==> config.mk <==
export PLATFORM = sky130hd
export DESIGN_NAME = fwsr_host
export DESIGN_NICKNAME = d
export VERILOG_FILES = /design/src/hw/fwsr_cycle.v /design/src/hw/fwsr_host.v
export VERILOG_INCLUDE_DIRS = /design/src /design/src/hw
export SDC_FILE = /design/constraint.sdc
export NUM_CORES = 1
export LEC_CHECK = 0
export BUFFER_PORTS_ARGS = -buffer_cell sky130_fd_sc_hd__buf_2
export CORE_MARGIN = 2
export CORE_UTILIZATION = 57
export CTS_CLUSTER_DIAMETER = 40
export DETAILED_ROUTE_END_ITERATION = 12
export PLACE_DENSITY = 0.84
export SLEW_MARGIN = 30
export SYNTH_ARGS = -nofsm -noshare
export SYNTH_HDL_FRONTEND = slang
export SYNTH_SLANG_ARGS = --single-unit
==> constraint.sdc <==
create_clock -name pclk -period 4.1 [get_ports pclk]
set_input_delay 0.82 -clock pclk [delete_from_list [all_inputs] [get_ports pclk]]
set_output_delay 0.82 -clock pclk [all_outputs]
set_load 0.005 [all_outputs]
==> src/hw/fwsr_regs.vh <==
// Register offsets, field positions and timing values in ns for the flash status poller.
`ifndef FWSR_REGS_VH
`define FWSR_REGS_VH
// APB register byte offsets.
`define FWSR_CTRL_OFF 12'h000
`define FWSR_ADDR_OFF 12'h004
`define FWSR_DATA_OFF 12'h008
`define FWSR_STAT_OFF 12'h00c
`define FWSR_RDAT_OFF 12'h010
// Control register fields.
`define FWSR_CTRL_GO 0
`define FWSR_CTRL_WR 1
`define FWSR_CTRL_POLL 2
`define FWSR_CTRL_ERCHK 3
// Status register fields.
`define FWSR_ST_BUSY 0
`define FWSR_ST_DONE 1
`define FWSR_ST_FAIL 2
`define FWSR_ST_WIN 3
`define FWSR_ST_RDY 4
`define FWSR_ST_SUSP 5
// Flash data bit positions.
`define FWSR_BIT_POLL 7
`define FWSR_BIT_TOG 6
`define FWSR_BIT_TMO 5
`define FWSR_BIT_WIN 3
`define FWSR_BIT_STOG 2
// Flash cycle timing: pulse width and access time in ns, clock 25 ns.
`define FWSR_CLK_NS 25
`define FWSR_WP_NS 60
`define FWSR_ACC_NS 90
`define FWSR_OEH_NS 10
// Reset command and its value.
`define FWSR_RESET_CMD 8'hf0
`endif

==> src/hw/fwsr_cycle.v <==
// Single flash bus cycle engine: one read or one write per request.
`include "fwsr_regs.vh"
module fwsr_cycle #(
  parameter AW = 19,
  parameter DW = 8
) (
  input wire pclk,
  input wire presetn,
  input wire start,
  input wire wr,
  input wire [AW-1:0] addr,
  input wire [DW-1:0] wdata,
  output reg done,
  output reg [DW-1:0] rdata,
  output reg [AW-1:0] fl_addr,
  output reg fl_ce_n,
  output reg fl_oe_n,
  output reg fl_we_n,
  output reg [DW-1:0] fl_dq_o,
  output reg fl_dq_oe,
  input wire [DW-1:0] fl_dq_i
);
  // Write pulse rounds up; access time rounds up plus one cycle so data is settled.
  localparam [7:0] WP_CYC = (`FWSR_WP_NS + `FWSR_CLK_NS - 1) / `FWSR_CLK_NS;
  localparam [7:0] ACC_CYC =
    (`FWSR_ACC_NS + `FWSR_CLK_NS - 1) / `FWSR_CLK_NS + 8'h01;
  localparam [7:0] GAP_CYC = (`FWSR_OEH_NS + `FWSR_CLK_NS - 1) / `FWSR_CLK_NS;
  localparam [3:0] S_IDLE = 4'h1;
  localparam [3:0] S_ACT = 4'h2;
  localparam [3:0] S_GAP = 4'h4;
  localparam [3:0] S_END = 4'h8;
  reg [3:0] state_reg;
  reg [7:0] cnt_reg;
  reg wr_reg;

  // Each cycle opens, holds the strobe, then leaves a recovery gap so that
  // successive status reads are seen as separate read cycles by the device.
  always @(posedge pclk or negedge presetn) begin
    if (!presetn) begin
      state_reg <= S_IDLE;
      cnt_reg <= 8'h00;
      wr_reg <= 1'b0;
      done <= 1'b0;
      rdata <= {DW{1'b0}};
      fl_addr <= {AW{1'b0}};
      fl_ce_n <= 1'b1;
      fl_oe_n <= 1'b1;
      fl_we_n <= 1'b1;
      fl_dq_o <= {DW{1'b0}};
      fl_dq_oe <= 1'b0;
    end else begin
      done <= 1'b0;
      case (state_reg)
        S_IDLE: begin
          if (start) begin
            wr_reg <= wr;
            fl_addr <= addr;
            fl_ce_n <= 1'b0;
            fl_oe_n <= wr;
            fl_we_n <= ~wr;
            fl_dq_o <= wdata;
            fl_dq_oe <= wr;
            cnt_reg <= wr ? WP_CYC : ACC_CYC;
            state_reg <= S_ACT;
          end
        end
        S_ACT: begin
          if (cnt_reg > 8'h01) begin
            cnt_reg <= cnt_reg - 8'h01;
          end else begin
            if (!wr_reg) begin
              rdata <= fl_dq_i;
            end
            fl_oe_n <= 1'b1;
            fl_we_n <= 1'b1;
            cnt_reg <= GAP_CYC;
            state_reg <= S_GAP;
          end
        end
        S_GAP: begin
          if (cnt_reg > 8'h01) begin
            cnt_reg <= cnt_reg - 8'h01;
          end else begin
            fl_ce_n <= 1'b1;
            fl_dq_oe <= 1'b0;
            state_reg <= S_END;
          end
        end
        S_END: begin
          done <= 1'b1;
          state_reg <= S_IDLE;
        end
        default: begin
          state_reg <= S_IDLE;
        end
      endcase
    end
  end
endmodule

==> src/hw/fwsr_host.v <==
// APB-controlled flash host that issues writes and polls operation status.
//
// Local design decisions: the register addresses and register access over APB.
`include "fwsr_regs.vh"

module fwsr_host #(
  parameter AW = 19,
  parameter DW = 8
) (
  input wire pclk,
  input wire presetn,
  input wire psel,
  input wire penable,
  input wire pwrite,
  input wire [11:0] paddr,
  input wire [31:0] pwdata,
  output reg [31:0] prdata,
  output wire pready,
  output wire pslverr,
  output wire [AW-1:0] fl_addr,
  output wire fl_ce_n,
  output wire fl_oe_n,
  output wire fl_we_n,
  output wire fl_reset_n,
  output wire [DW-1:0] fl_dq_o,
  output wire fl_dq_oe,
  input wire [DW-1:0] fl_dq_i,
  input wire fl_ready_busy_i
);
  localparam [5:0] P_IDLE = 6'h01;
  localparam [5:0] P_ISSUE = 6'h02;
  localparam [5:0] P_READ1 = 6'h04;
  localparam [5:0] P_READ2 = 6'h08;
  localparam [5:0] P_RECHK = 6'h10;
  localparam [5:0] P_RSTC = 6'h20;

  reg [5:0] state_reg;
  reg [AW-1:0] addr_reg;
  reg [DW-1:0] data_reg;
  reg [DW-1:0] first_reg;
  reg [DW-1:0] rdat_reg;
  reg poll_reg;
  reg erchk_reg;
  reg busy_reg;
  reg done_reg;
  reg fail_reg;
  reg win_reg;
  reg susp_reg;
  reg rdy_meta_reg;
  reg rdy_reg;
  reg cyc_start;
  reg cyc_wr;
  reg [AW-1:0] cyc_addr;
  reg [DW-1:0] cyc_wdata;
  wire cyc_done;
  wire [DW-1:0] cyc_rdata;

  // Bit six differs between two reads: the embedded algorithm still runs.
  function toggled;
    input [DW-1:0] a;
    input [DW-1:0] b;
    begin
      toggled = a[`FWSR_BIT_TOG] ^ b[`FWSR_BIT_TOG];
    end
  endfunction

  wire apb_wr = psel & penable & pwrite;
  wire go_wr = apb_wr && paddr == `FWSR_CTRL_OFF &&
    pwdata[`FWSR_CTRL_GO] && !busy_reg;

  // Registers answer in the first access cycle; no wait states.
  assign pready = 1'b1;
  assign pslverr = 1'b0;
  // The device reset pin is left released; recovery uses the reset command.
  assign fl_reset_n = 1'b1;

  fwsr_cycle #(.AW(AW), .DW(DW)) u_cycle (
    .pclk(pclk),
    .presetn(presetn),
    .start(cyc_start),
    .wr(cyc_wr),
    .addr(cyc_addr),
    .wdata(cyc_wdata),
    .done(cyc_done),
    .rdata(cyc_rdata),
    .fl_addr(fl_addr),
    .fl_ce_n(fl_ce_n),
    .fl_oe_n(fl_oe_n),
    .fl_we_n(fl_we_n),
    .fl_dq_o(fl_dq_o),
    .fl_dq_oe(fl_dq_oe),
    .fl_dq_i(fl_dq_i)
  );

  // Ready/busy is asynchronous to us; two flops before use.
  always @(posedge pclk or negedge presetn) begin
    if (!presetn) begin
      rdy_meta_reg <= 1'b0;
      rdy_reg <= 1'b0;
    end else begin
      rdy_meta_reg <= fl_ready_busy_i;
      rdy_reg <= rdy_meta_reg;
    end
  end

  // Cycle requests follow from the sequencer state.
  always @* begin
    cyc_start = 1'b0;
    cyc_wr = 1'b0;
    cyc_addr = addr_reg;
    cyc_wdata = data_reg;
    case (state_reg)
      P_ISSUE: begin
        cyc_start = 1'b1;
        cyc_wr = 1'b1;
      end
      P_READ1, P_READ2, P_RECHK: begin
        cyc_start = 1'b1;
      end
      P_RSTC: begin
        cyc_start = 1'b1;
        cyc_wr = 1'b1;
        cyc_wdata = `FWSR_RESET_CMD;
      end
      default: begin
        cyc_start = 1'b0;
      end
    endcase
    // The engine is idle again in the done cycle; a start held there would
    // launch a second, unwanted flash cycle before the state moves on.
    if (cyc_done) begin
      cyc_start = 1'b0;
    end
  end

  // Sequencer: an optional command write, then optional toggle polling until it settles.
  // The cycle engine ignores start while busy; a held start is masked in the done cycle.
  always @(posedge pclk or negedge presetn) begin
    if (!presetn) begin
      state_reg <= P_IDLE;
      addr_reg <= {AW{1'b0}};
      data_reg <= {DW{1'b0}};
      first_reg <= {DW{1'b0}};
      rdat_reg <= {DW{1'b0}};
      poll_reg <= 1'b0;
      erchk_reg <= 1'b0;
      busy_reg <= 1'b0;
      done_reg <= 1'b0;
      fail_reg <= 1'b0;
      win_reg <= 1'b0;
      susp_reg <= 1'b0;
    end else begin
      if (apb_wr && paddr == `FWSR_ADDR_OFF && !busy_reg) begin
        addr_reg <= pwdata[AW-1:0];
      end
      if (apb_wr && paddr == `FWSR_DATA_OFF && !busy_reg) begin
        data_reg <= pwdata[DW-1:0];
      end
      // A write-one to done clears it; a new finish in that cycle wins.
      if (apb_wr && paddr == `FWSR_STAT_OFF && pwdata[`FWSR_ST_DONE]) begin
        done_reg <= 1'b0;
      end
      case (state_reg)
        P_IDLE: begin
          if (go_wr) begin
            busy_reg <= 1'b1;
            fail_reg <= 1'b0;
            susp_reg <= 1'b0;
            poll_reg <= pwdata[`FWSR_CTRL_POLL];
            erchk_reg <= pwdata[`FWSR_CTRL_ERCHK];
            state_reg <= pwdata[`FWSR_CTRL_WR] ? P_ISSUE : P_READ1;
          end
        end
        P_ISSUE: begin
          if (cyc_done) begin
            if (poll_reg) begin
              state_reg <= P_READ1;
            end else begin
              busy_reg <= 1'b0;
              done_reg <= 1'b1;
              state_reg <= P_IDLE;
            end
          end
        end
        P_READ1: begin
          if (cyc_done) begin
            first_reg <= cyc_rdata;
            state_reg <= P_READ2;
          end
        end
        P_READ2: begin
          if (cyc_done) begin
            rdat_reg <= cyc_rdata;
            // Window bit is meaningful only once acceptance is seen.
            win_reg <= cyc_rdata[`FWSR_BIT_WIN];
            if (!toggled(first_reg, cyc_rdata)) begin
              // Steady bit six with ready high while in suspend means a
              // suspended sector or plain data; report and stop.
              susp_reg <= rdy_reg &
                (first_reg[`FWSR_BIT_STOG] ^ cyc_rdata[`FWSR_BIT_STOG]);
              busy_reg <= 1'b0;
              done_reg <= 1'b1;
              state_reg <= P_IDLE;
            end else if (erchk_reg) begin
              // Erase add check: the window state is all that is wanted.
              busy_reg <= 1'b0;
              done_reg <= 1'b1;
              state_reg <= P_IDLE;
            end else if (cyc_rdata[`FWSR_BIT_TMO]) begin
              first_reg <= cyc_rdata;
              state_reg <= P_RECHK;
            end else begin
              first_reg <= cyc_rdata;
            end
          end
        end
        P_RECHK: begin
          // Toggling may stop just as the timeout bit rises: look again.
          if (cyc_done) begin
            rdat_reg <= cyc_rdata;
            if (!toggled(first_reg, cyc_rdata)) begin
              busy_reg <= 1'b0;
              done_reg <= 1'b1;
              state_reg <= P_IDLE;
            end else begin
              fail_reg <= 1'b1;
              state_reg <= P_RSTC;
            end
          end
        end
        P_RSTC: begin
          if (cyc_done) begin
            busy_reg <= 1'b0;
            done_reg <= 1'b1;
            state_reg <= P_IDLE;
          end
        end
        default: begin
          state_reg <= P_IDLE;
        end
      endcase
    end
  end

  // Read mux; unmapped offsets read zero.
  always @* begin
    prdata = 32'h00000000;
    case (paddr)
      `FWSR_CTRL_OFF: prdata = {28'h0000000, erchk_reg, poll_reg, 2'b00};
      `FWSR_ADDR_OFF: prdata[AW-1:0] = addr_reg;
      `FWSR_DATA_OFF: prdata[DW-1:0] = data_reg;
      `FWSR_STAT_OFF: prdata = {26'h0000000, susp_reg, rdy_reg, win_reg,
        fail_reg, done_reg, busy_reg};
      `FWSR_RDAT_OFF: prdata[DW-1:0] = rdat_reg;
      default: prdata = 32'h00000000;
    endcase
  end
endmodule

==> impl_results.md, run 1 <==
* Run status: finished, final reports clean
* RR Startpoint: state_reg[3]
* Final Cycle Share at 76.94%
* Compound-Gate Fraction of Synth Area at 9.609%
* TritonCTS clock tree: done
* Tmin final at 3155 ps
* Post-synth EDFFs at 0
* Startpoint types: primary input
* Asr flop ratio synth at 100.0%
* Row cnt at 34
* Worst setup EP type: output pin
* Core Area at 8593 µm²
* Post-synthesis mux area share at 12.09%
* Max_cap viols at 0
* Worst Path Required at 3280 ps
* Global-route total usage across every layer at 24.53%
* Post-route ant nets at 0
* Total global routing overflow at 0
* Synth cell count leaders: 100 x dfrtp_1, 91 x nand2_1, 42 x mux2_2
* WL met3 at 685 µm
* Placed cells at 668
* Post-route setup TNS at 0 ps
* Post-DR vias/cell at 5.766
* CTS buffer count at 9
* Main combinational cell family by area after synthesis: simple AND/OR/NAND/NOR gates
* Wl on met1 at 4.799 mm
* CP arrival at 2330 ps
* Die width at 97.54 µm
* Register bit total from synthesis at 105
* Hold Slack at 357.2 ps
* Buffers on Ports at 94
* Synth Area in Simple Gates at 19.22%
* Max VDD drop at 0.1375 mV
* Vias in the first global route at 3886
* Cell taking the most area after synthesis: dfrtp_1
* Pins over their slew limit at 0
* Met2 wire len at 5.418 mm
* Leak Pwr at 3.041 nW
* Fmax at 317.0 MHz
* CTS Buffer Depth at 2
* CTS Hold Bufs at 0
* Starting Density at 58.04%
* Top-count cell post-synth: dfrtp_1
* Sequential share of the synthesized area at 52.81%
* Synthesis-to-layout area growth at 14.35%
* Hold_sp: rdy_meta_reg
* Main synth FF type: dfrtp_1
* Sink Count at 105
* Xor/xnor cell area share of the yosys netlist at 0.8781%
* Hold Vio Cnt, Final at 0
* Skew-Pair Late Insertion Delay at 370 ps
* Top-area cell type share of the netlist area at 50.18%
* DR top layer: met4
* Max_slew headroom at 43.15%
* Finished Layout Cells at 684
* First-pass GRT wire length at 18.64 mm
* N_diodes at 0
* Final Skew at 12.39 ps
* Power Density at 303.4 nW/µm²
* Starting DRT DRC Count at 309
* Critical path type: primary input to output pin
* Ranking of synthesized cells by area: dfrtp_1 50%, mux2_2 9.5%, nand2_1 6.8%
* Drt pass-1 iters at 5
* Setup-failing EPs final at 0
* Adder-cell share of the synthesized area at 0.5018%
* Post-Syn Instances at 480
* Drt total wl at 11.15 mm
* Netlist cell types at 55
* Final #Nets at 631
* Crit Path Max Fanout at 8
* # H-tree levels at 3
* Fraction of layout instances using a drive strength above 1 at 31.94%
* Routed WL per cell at 16.30 µm
* Post-layout util at 66.37%
* Initial antenna violation count at 0
* Largest net degree at the start of global routing at 84
* CTS root buf: clkbuf_8
* # Post-CTS Setup Buffers at 0
* Via count at 3944
* Worst Tran Pin Value at 847.1 ps
* Post-route DRC at 0
* CTS-repair resized insts at 0
* Die Area at 9514 µm²
* Die Ht at 97.54 µm
* Global placement routability congestion at 0.8838
* Mapped Area at 4987 µm²
* Yosys Warn Count at 0
* Hold WC Path Type: flip-flop to flip-flop
* Syn Area/Cell at 10.39 µm²
* Fillers at 692
* Crit. Startpoint: paddr[9]
* Clock transition at path regs at 90 ps
* RSZ-0062 raised after global routing: false
* IO Count at 124
* Post-detail-place hpwl at 8.050 mm
==> cell families (layout without fill, tap and decap cells) <==
logic type	Yosys count	in the layout
AND/OR/NAND/NOR	202	202
flip-flops	105	105
AO/OA/AOI/OAI	70	70
multiplexers	51	51
buffers and inverters	43	125
XOR/XNOR	5	5
adder cells (fa/ha/maj)	2	2
other	2	16
==> worst paths after layout <==
check	endpoint	slack, ps	depth (start not counted)
setup / recovery	prdata[2]	950	8
hold / removal	rdy_reg	360	0
setup reg to reg	u_cycle.fl_addr[14]	1390	7
hold reg to reg	rdy_reg	360	0
max in group asynchronous	u_cycle.fl_addr[14]	2810	2
min in group asynchronous	u_cycle.cnt_reg[1]	490	1
==> layout by cell type (no fill, tap or decap), types with 4 or more instances in the layout <==
cell type / n
o21ai_0: 25
nand3_1: 9
clkbuf_8: 11
nand2_1: 90
conb_1: 16
buf_4: 7
a21oi_1: 9
nor4b_1: 4
nor3_1: 16
a222oi_1: 8
buf_2: 93
nand4b_1: 5
mux2_4: 8
and2_1: 14
nor2_1: 40
nor4_1: 5
mux2_2: 42
dfrtp_1: 100
dfstp_2: 5
inv_1: 8
==> metal layers <==
| layer | track usage [%] | vias to the layer above |
|---|---|---|
| met4 | 9.936 | 0 |
| li1 | - | 1836 |
| met2 | 39.63 | 149 |
| met5 | 0 | - |
| met3 | 4.604 | 24 |
| met1 | 32.93 | 1935 |
==> worst max-delay path: stages <==
cell      delay, ps
buf_2           100
nor4_1          270
nand3_1         220
nor4b_1         340
buf_4           230
a222oi_1        120
nand2_1         120
buf_2           120
==> layout make-up <==
type	count	area, µm²	share of cell area [%]
multi-input combinational	346	2178	38.20
sequential	105	2634	46.18
clock buffer	11	151.4	2.655
clock inverter	5	45.04	0.7898
inverter	8	30.03	0.5265
tap	108	135.1	2.369
timing repair buffer	101	529.3	9.280
==> power by group <==
part	total (W)	internal, W	switching (W)	leakage [nW]
clock network	0.000626	0.000264	0.000362	0.0985
registers	0.00105	0.00104	0.00000529	1.42
logic	0.0000592	0.0000235	0.0000358	1.53
total	0.00173	0.00133	0.000403	3.04
==> stage by stage <==
stage	cell area [µm²]	total power [W]	setup WS [ps]
finish	5703	0.001730	945.3
global route	5703	0.001797	799.8
CTS	5700	0.001746	966.2
detailed placement	5504	0.001126	949.4
global placement	5500	0.001123	1049
floorplan	5040	0.001087	914.6
No activity file was read; power rests on OpenSTA's default activity.
==> run 2, diff against run 1 <==
CORE_UTILIZATION = 53   (was 57)
PLACE_DENSITY = 0.78   (was 0.84)
clock period = 3.2 ns   (was 4.1 ns; I/O delays follow)
==> run 2 against run 1 <==
  * Power increased by 30%
  * Largest cell class unchanged
  * Largest power group unchanged
  * Critical endpoint is now prdata[3]
  * Highest routed layer unchanged
  * Critical path type unchanged
  * Via count fell by 2.3%
  * Die area is 7.2% higher
==> impl_results.md, run 2 (same netlist as run 1, synthesis figures left out) <==
* Power Density at 392.5 nW/µm² (was 303.4 nW/µm²)
* First-pass GRT wire length at 17.66 mm (was 18.64 mm)
* Leak Pwr at 3.055 nW (was 3.041 nW)
* Startpoint types: primary input (unchanged)
* Post-route ant nets at 0 (unchanged)
* Post-DR vias/cell at 5.599 (was 5.766)
* Switch Pwr at 0.0005690 W (was 0.0004028 W)
* Worst Path Required at 2560 ps (was 3280 ps)
* Drt pass-1 iters at 5 (unchanged)
* Max_cap viols at 0 (unchanged)
* Reg2reg setup slack at 560 ps (was 1390 ps)
* Crit. Startpoint: paddr[9] (unchanged)
* Post-route setup TNS at 0 ps (unchanged)
* Clock power frac at 37.0% (was 36.2%)
* # H-tree levels at 3 (unchanged)
* P_int at 0.001681 W (was 0.001327 W)
* Run status: finished, final reports clean (unchanged)
* Synthesis-to-layout area growth at 14.93% (was 14.35%)
* Commonest non-fill, non-tap cell in the layout: dfrtp_1 (unchanged)
* Cells on worst reg2reg path at 4 (was 7)
* Initial antenna violation count at 0 (unchanged)
* Worst setup EP type: output pin (unchanged)
* TritonCTS clock tree: done (unchanged)
* CTS buffer count at 9 (unchanged)
* Pins over their slew limit at 0 (unchanged)
* Most common cell on crit path: buf_2 (unchanged)
* N_diodes at 0 (unchanged)
* Fmax at 355.1 MHz
* Post-layout util at 62.33% (was 66.37%)
* Most frequent cells in the layout: 100 x dfrtp_1, 93 x buf_2, 91 x nand2_1 (was 100 x dfrtp_1, 93 x buf_2, 90 x nand2_1)
* Worst Tran Pin Value at 869.2 ps (was 847.1 ps)
* Total global routing overflow at 0 (unchanged)
* Comb pwr share at 3.5% (was 3.4%)
* Sink Count at 105 (unchanged)
* Global-route total usage across every layer at 22.36% (was 24.53%)
* CTS Buffer Depth at 2 (unchanged)
* Crit Path Max Fanout at 8 (unchanged)
* CTS Hold Bufs at 0 (unchanged)
* Max VDD drop at 0.3155 mV (was 0.1375 mV)
* Clock transition at path regs at 100 ps (was 90 ps)
* RR Endpoint: u_cycle.rdata[3] (was u_cycle.fl_addr[14])
* IO Count at 124 (unchanged)
* Setup-failing EPs final at 0 (unchanged)
* Max_slew headroom at 41.66% (was 43.15%)
* Starting Density at 54.23% (was 58.04%)
* Slowest stage cell, crit path: nor4b_1 (unchanged)
* Die width at 101.0 µm (was 97.54 µm)
* Row cnt at 35 (was 34)
* Post-detail-place hpwl at 8.001 mm (was 8.050 mm)
* Final Cycle Share at 88.01%
* Starting DRT DRC Count at 261 (was 309)
* Vias in the first global route at 3633 (was 3886)
* Finished Cell Area at 5732 µm² (was 5703 µm²)
* Hold WC Path Type: primary input to async pin (was flip-flop to flip-flop)
* Post-route DRC at 0 (unchanged)
* Final #Nets at 632 (was 631)
* RSZ-0062 raised after global routing: false (unchanged)
* Critical path type: primary input to output pin (unchanged)
* Drt total wl at 10.97 mm (was 11.15 mm)
* Seq pwr share at 59.5% (was 60.4%)
* Routed WL per cell at 15.94 µm (was 16.30 µm)
* Core Area at 9196 µm² (was 8593 µm²)
* Skew-Pair Late Insertion Delay at 390 ps (was 370 ps)
* Final Skew at 16.53 ps (was 12.39 ps)
* CP arrival at 2180 ps (was 2330 ps)
* Global placement routability congestion at 0.8962 (was 0.8838)
* Critical path, cell by cell: buf_2, nor4_1, nand3_1, nor4b_1, buf_4, a222oi_1, nand2_1, buf_2 (unchanged)
* CTS-repair resized insts at 0 (unchanged)
* Crit-path max cell delay at 390 ps (was 340 ps)
* Sw frac at 25.29% (was 23.28%)
* Die Ht at 101.0 µm (was 97.54 µm)
* Via count at 3852 (was 3944)
* Tmin final at 2816 ps
* RR Startpoint: u_cycle.cnt_reg[3] (was state_reg[3])
* Buffers on Ports at 94 (unchanged)
* Hold Vio Cnt, Final at 0 (unchanged)
* Largest net degree at the start of global routing at 56 (was 84)
* Fraction of layout instances using a drive strength above 1 at 31.89% (was 31.94%)
* CTS root buf: clkbuf_8 (unchanged)
* Die Area at 10200 µm² (was 9514 µm²)
* Placed cell areas at 5524 µm² (was 5504 µm²)
* # Post-CTS Setup Buffers at 0 (unchanged)
[run 2: worst max-delay path, delay by kind of cell]
kind                   cells  cell delay (ps)
AND/OR/NAND/NOR            4              990
buffers and inverters      3              430
AO/OA/AOI/OAI              1              110
[run 2: area by class of cell]
cell class / instances / area (µm²)
clock buffers: 9 / 123.9
clock inverters: 7 / 83.83
fillers: 760 / 3465
inverters: 8 / 30.03
multi-input cells: 346 / 2176
flip-flops and latches: 105 / 2634
well taps: 111 / 138.9
repair buffers: 102 / 545.5
[run 2: power groups by stage]
| stage | Sequential (W) | Combinational [W] | Clock (W) |
|---|---|---|---|
| after floorplan | 0.00136 | 0.0000306 | 0 |
| after global placement | 0.00136 | 0.0000768 | 0 |
| after detailed placement | 0.00136 | 0.0000797 | 0 |
| after CTS | 0.00134 | 0.0000799 | 0.000846 |
| after global routing | 0.00134 | 0.0000899 | 0.000899 |
| final | 0.00134 | 0.0000779 | 0.000833 |
[run 2: metrics by stage]
stage	setup slack [ps]	hold WS [ps]	instances	power, W
after global placement	453.0	386.1	672	0.001441
after detailed placement	391.4	388.0	672	0.001444
final	383.8	308.6	688	0.002250
after floorplan	374.6	331.2	494	0.001392
after global routing	214.2	345.8	688	0.002329
after CTS	398.5	330.1	688	0.002266
[run 2: how the worst max path moves through the flow]
stage                               to  slack, ps  cells past startpoint
after floorplan              prdata[6]        370                      5
after global placement    state_reg[3]        450                      7
after detailed placement     prdata[3]        390                      8
after CTS                    prdata[3]        400                      8
after global routing         prdata[3]        210                      8
final                        prdata[3]        380                      8
[run 2: metal layers]
layer	share of wire (%)	vias up	GRT usage, %	wire (µm)
met1	45	1870	30.10	4887
met4	1.5	0	7.692	170
li1	-	1839	-	-
met2	49	131	36.26	5339
met5	0	-	0	0
met3	5.2	12	4.646	572
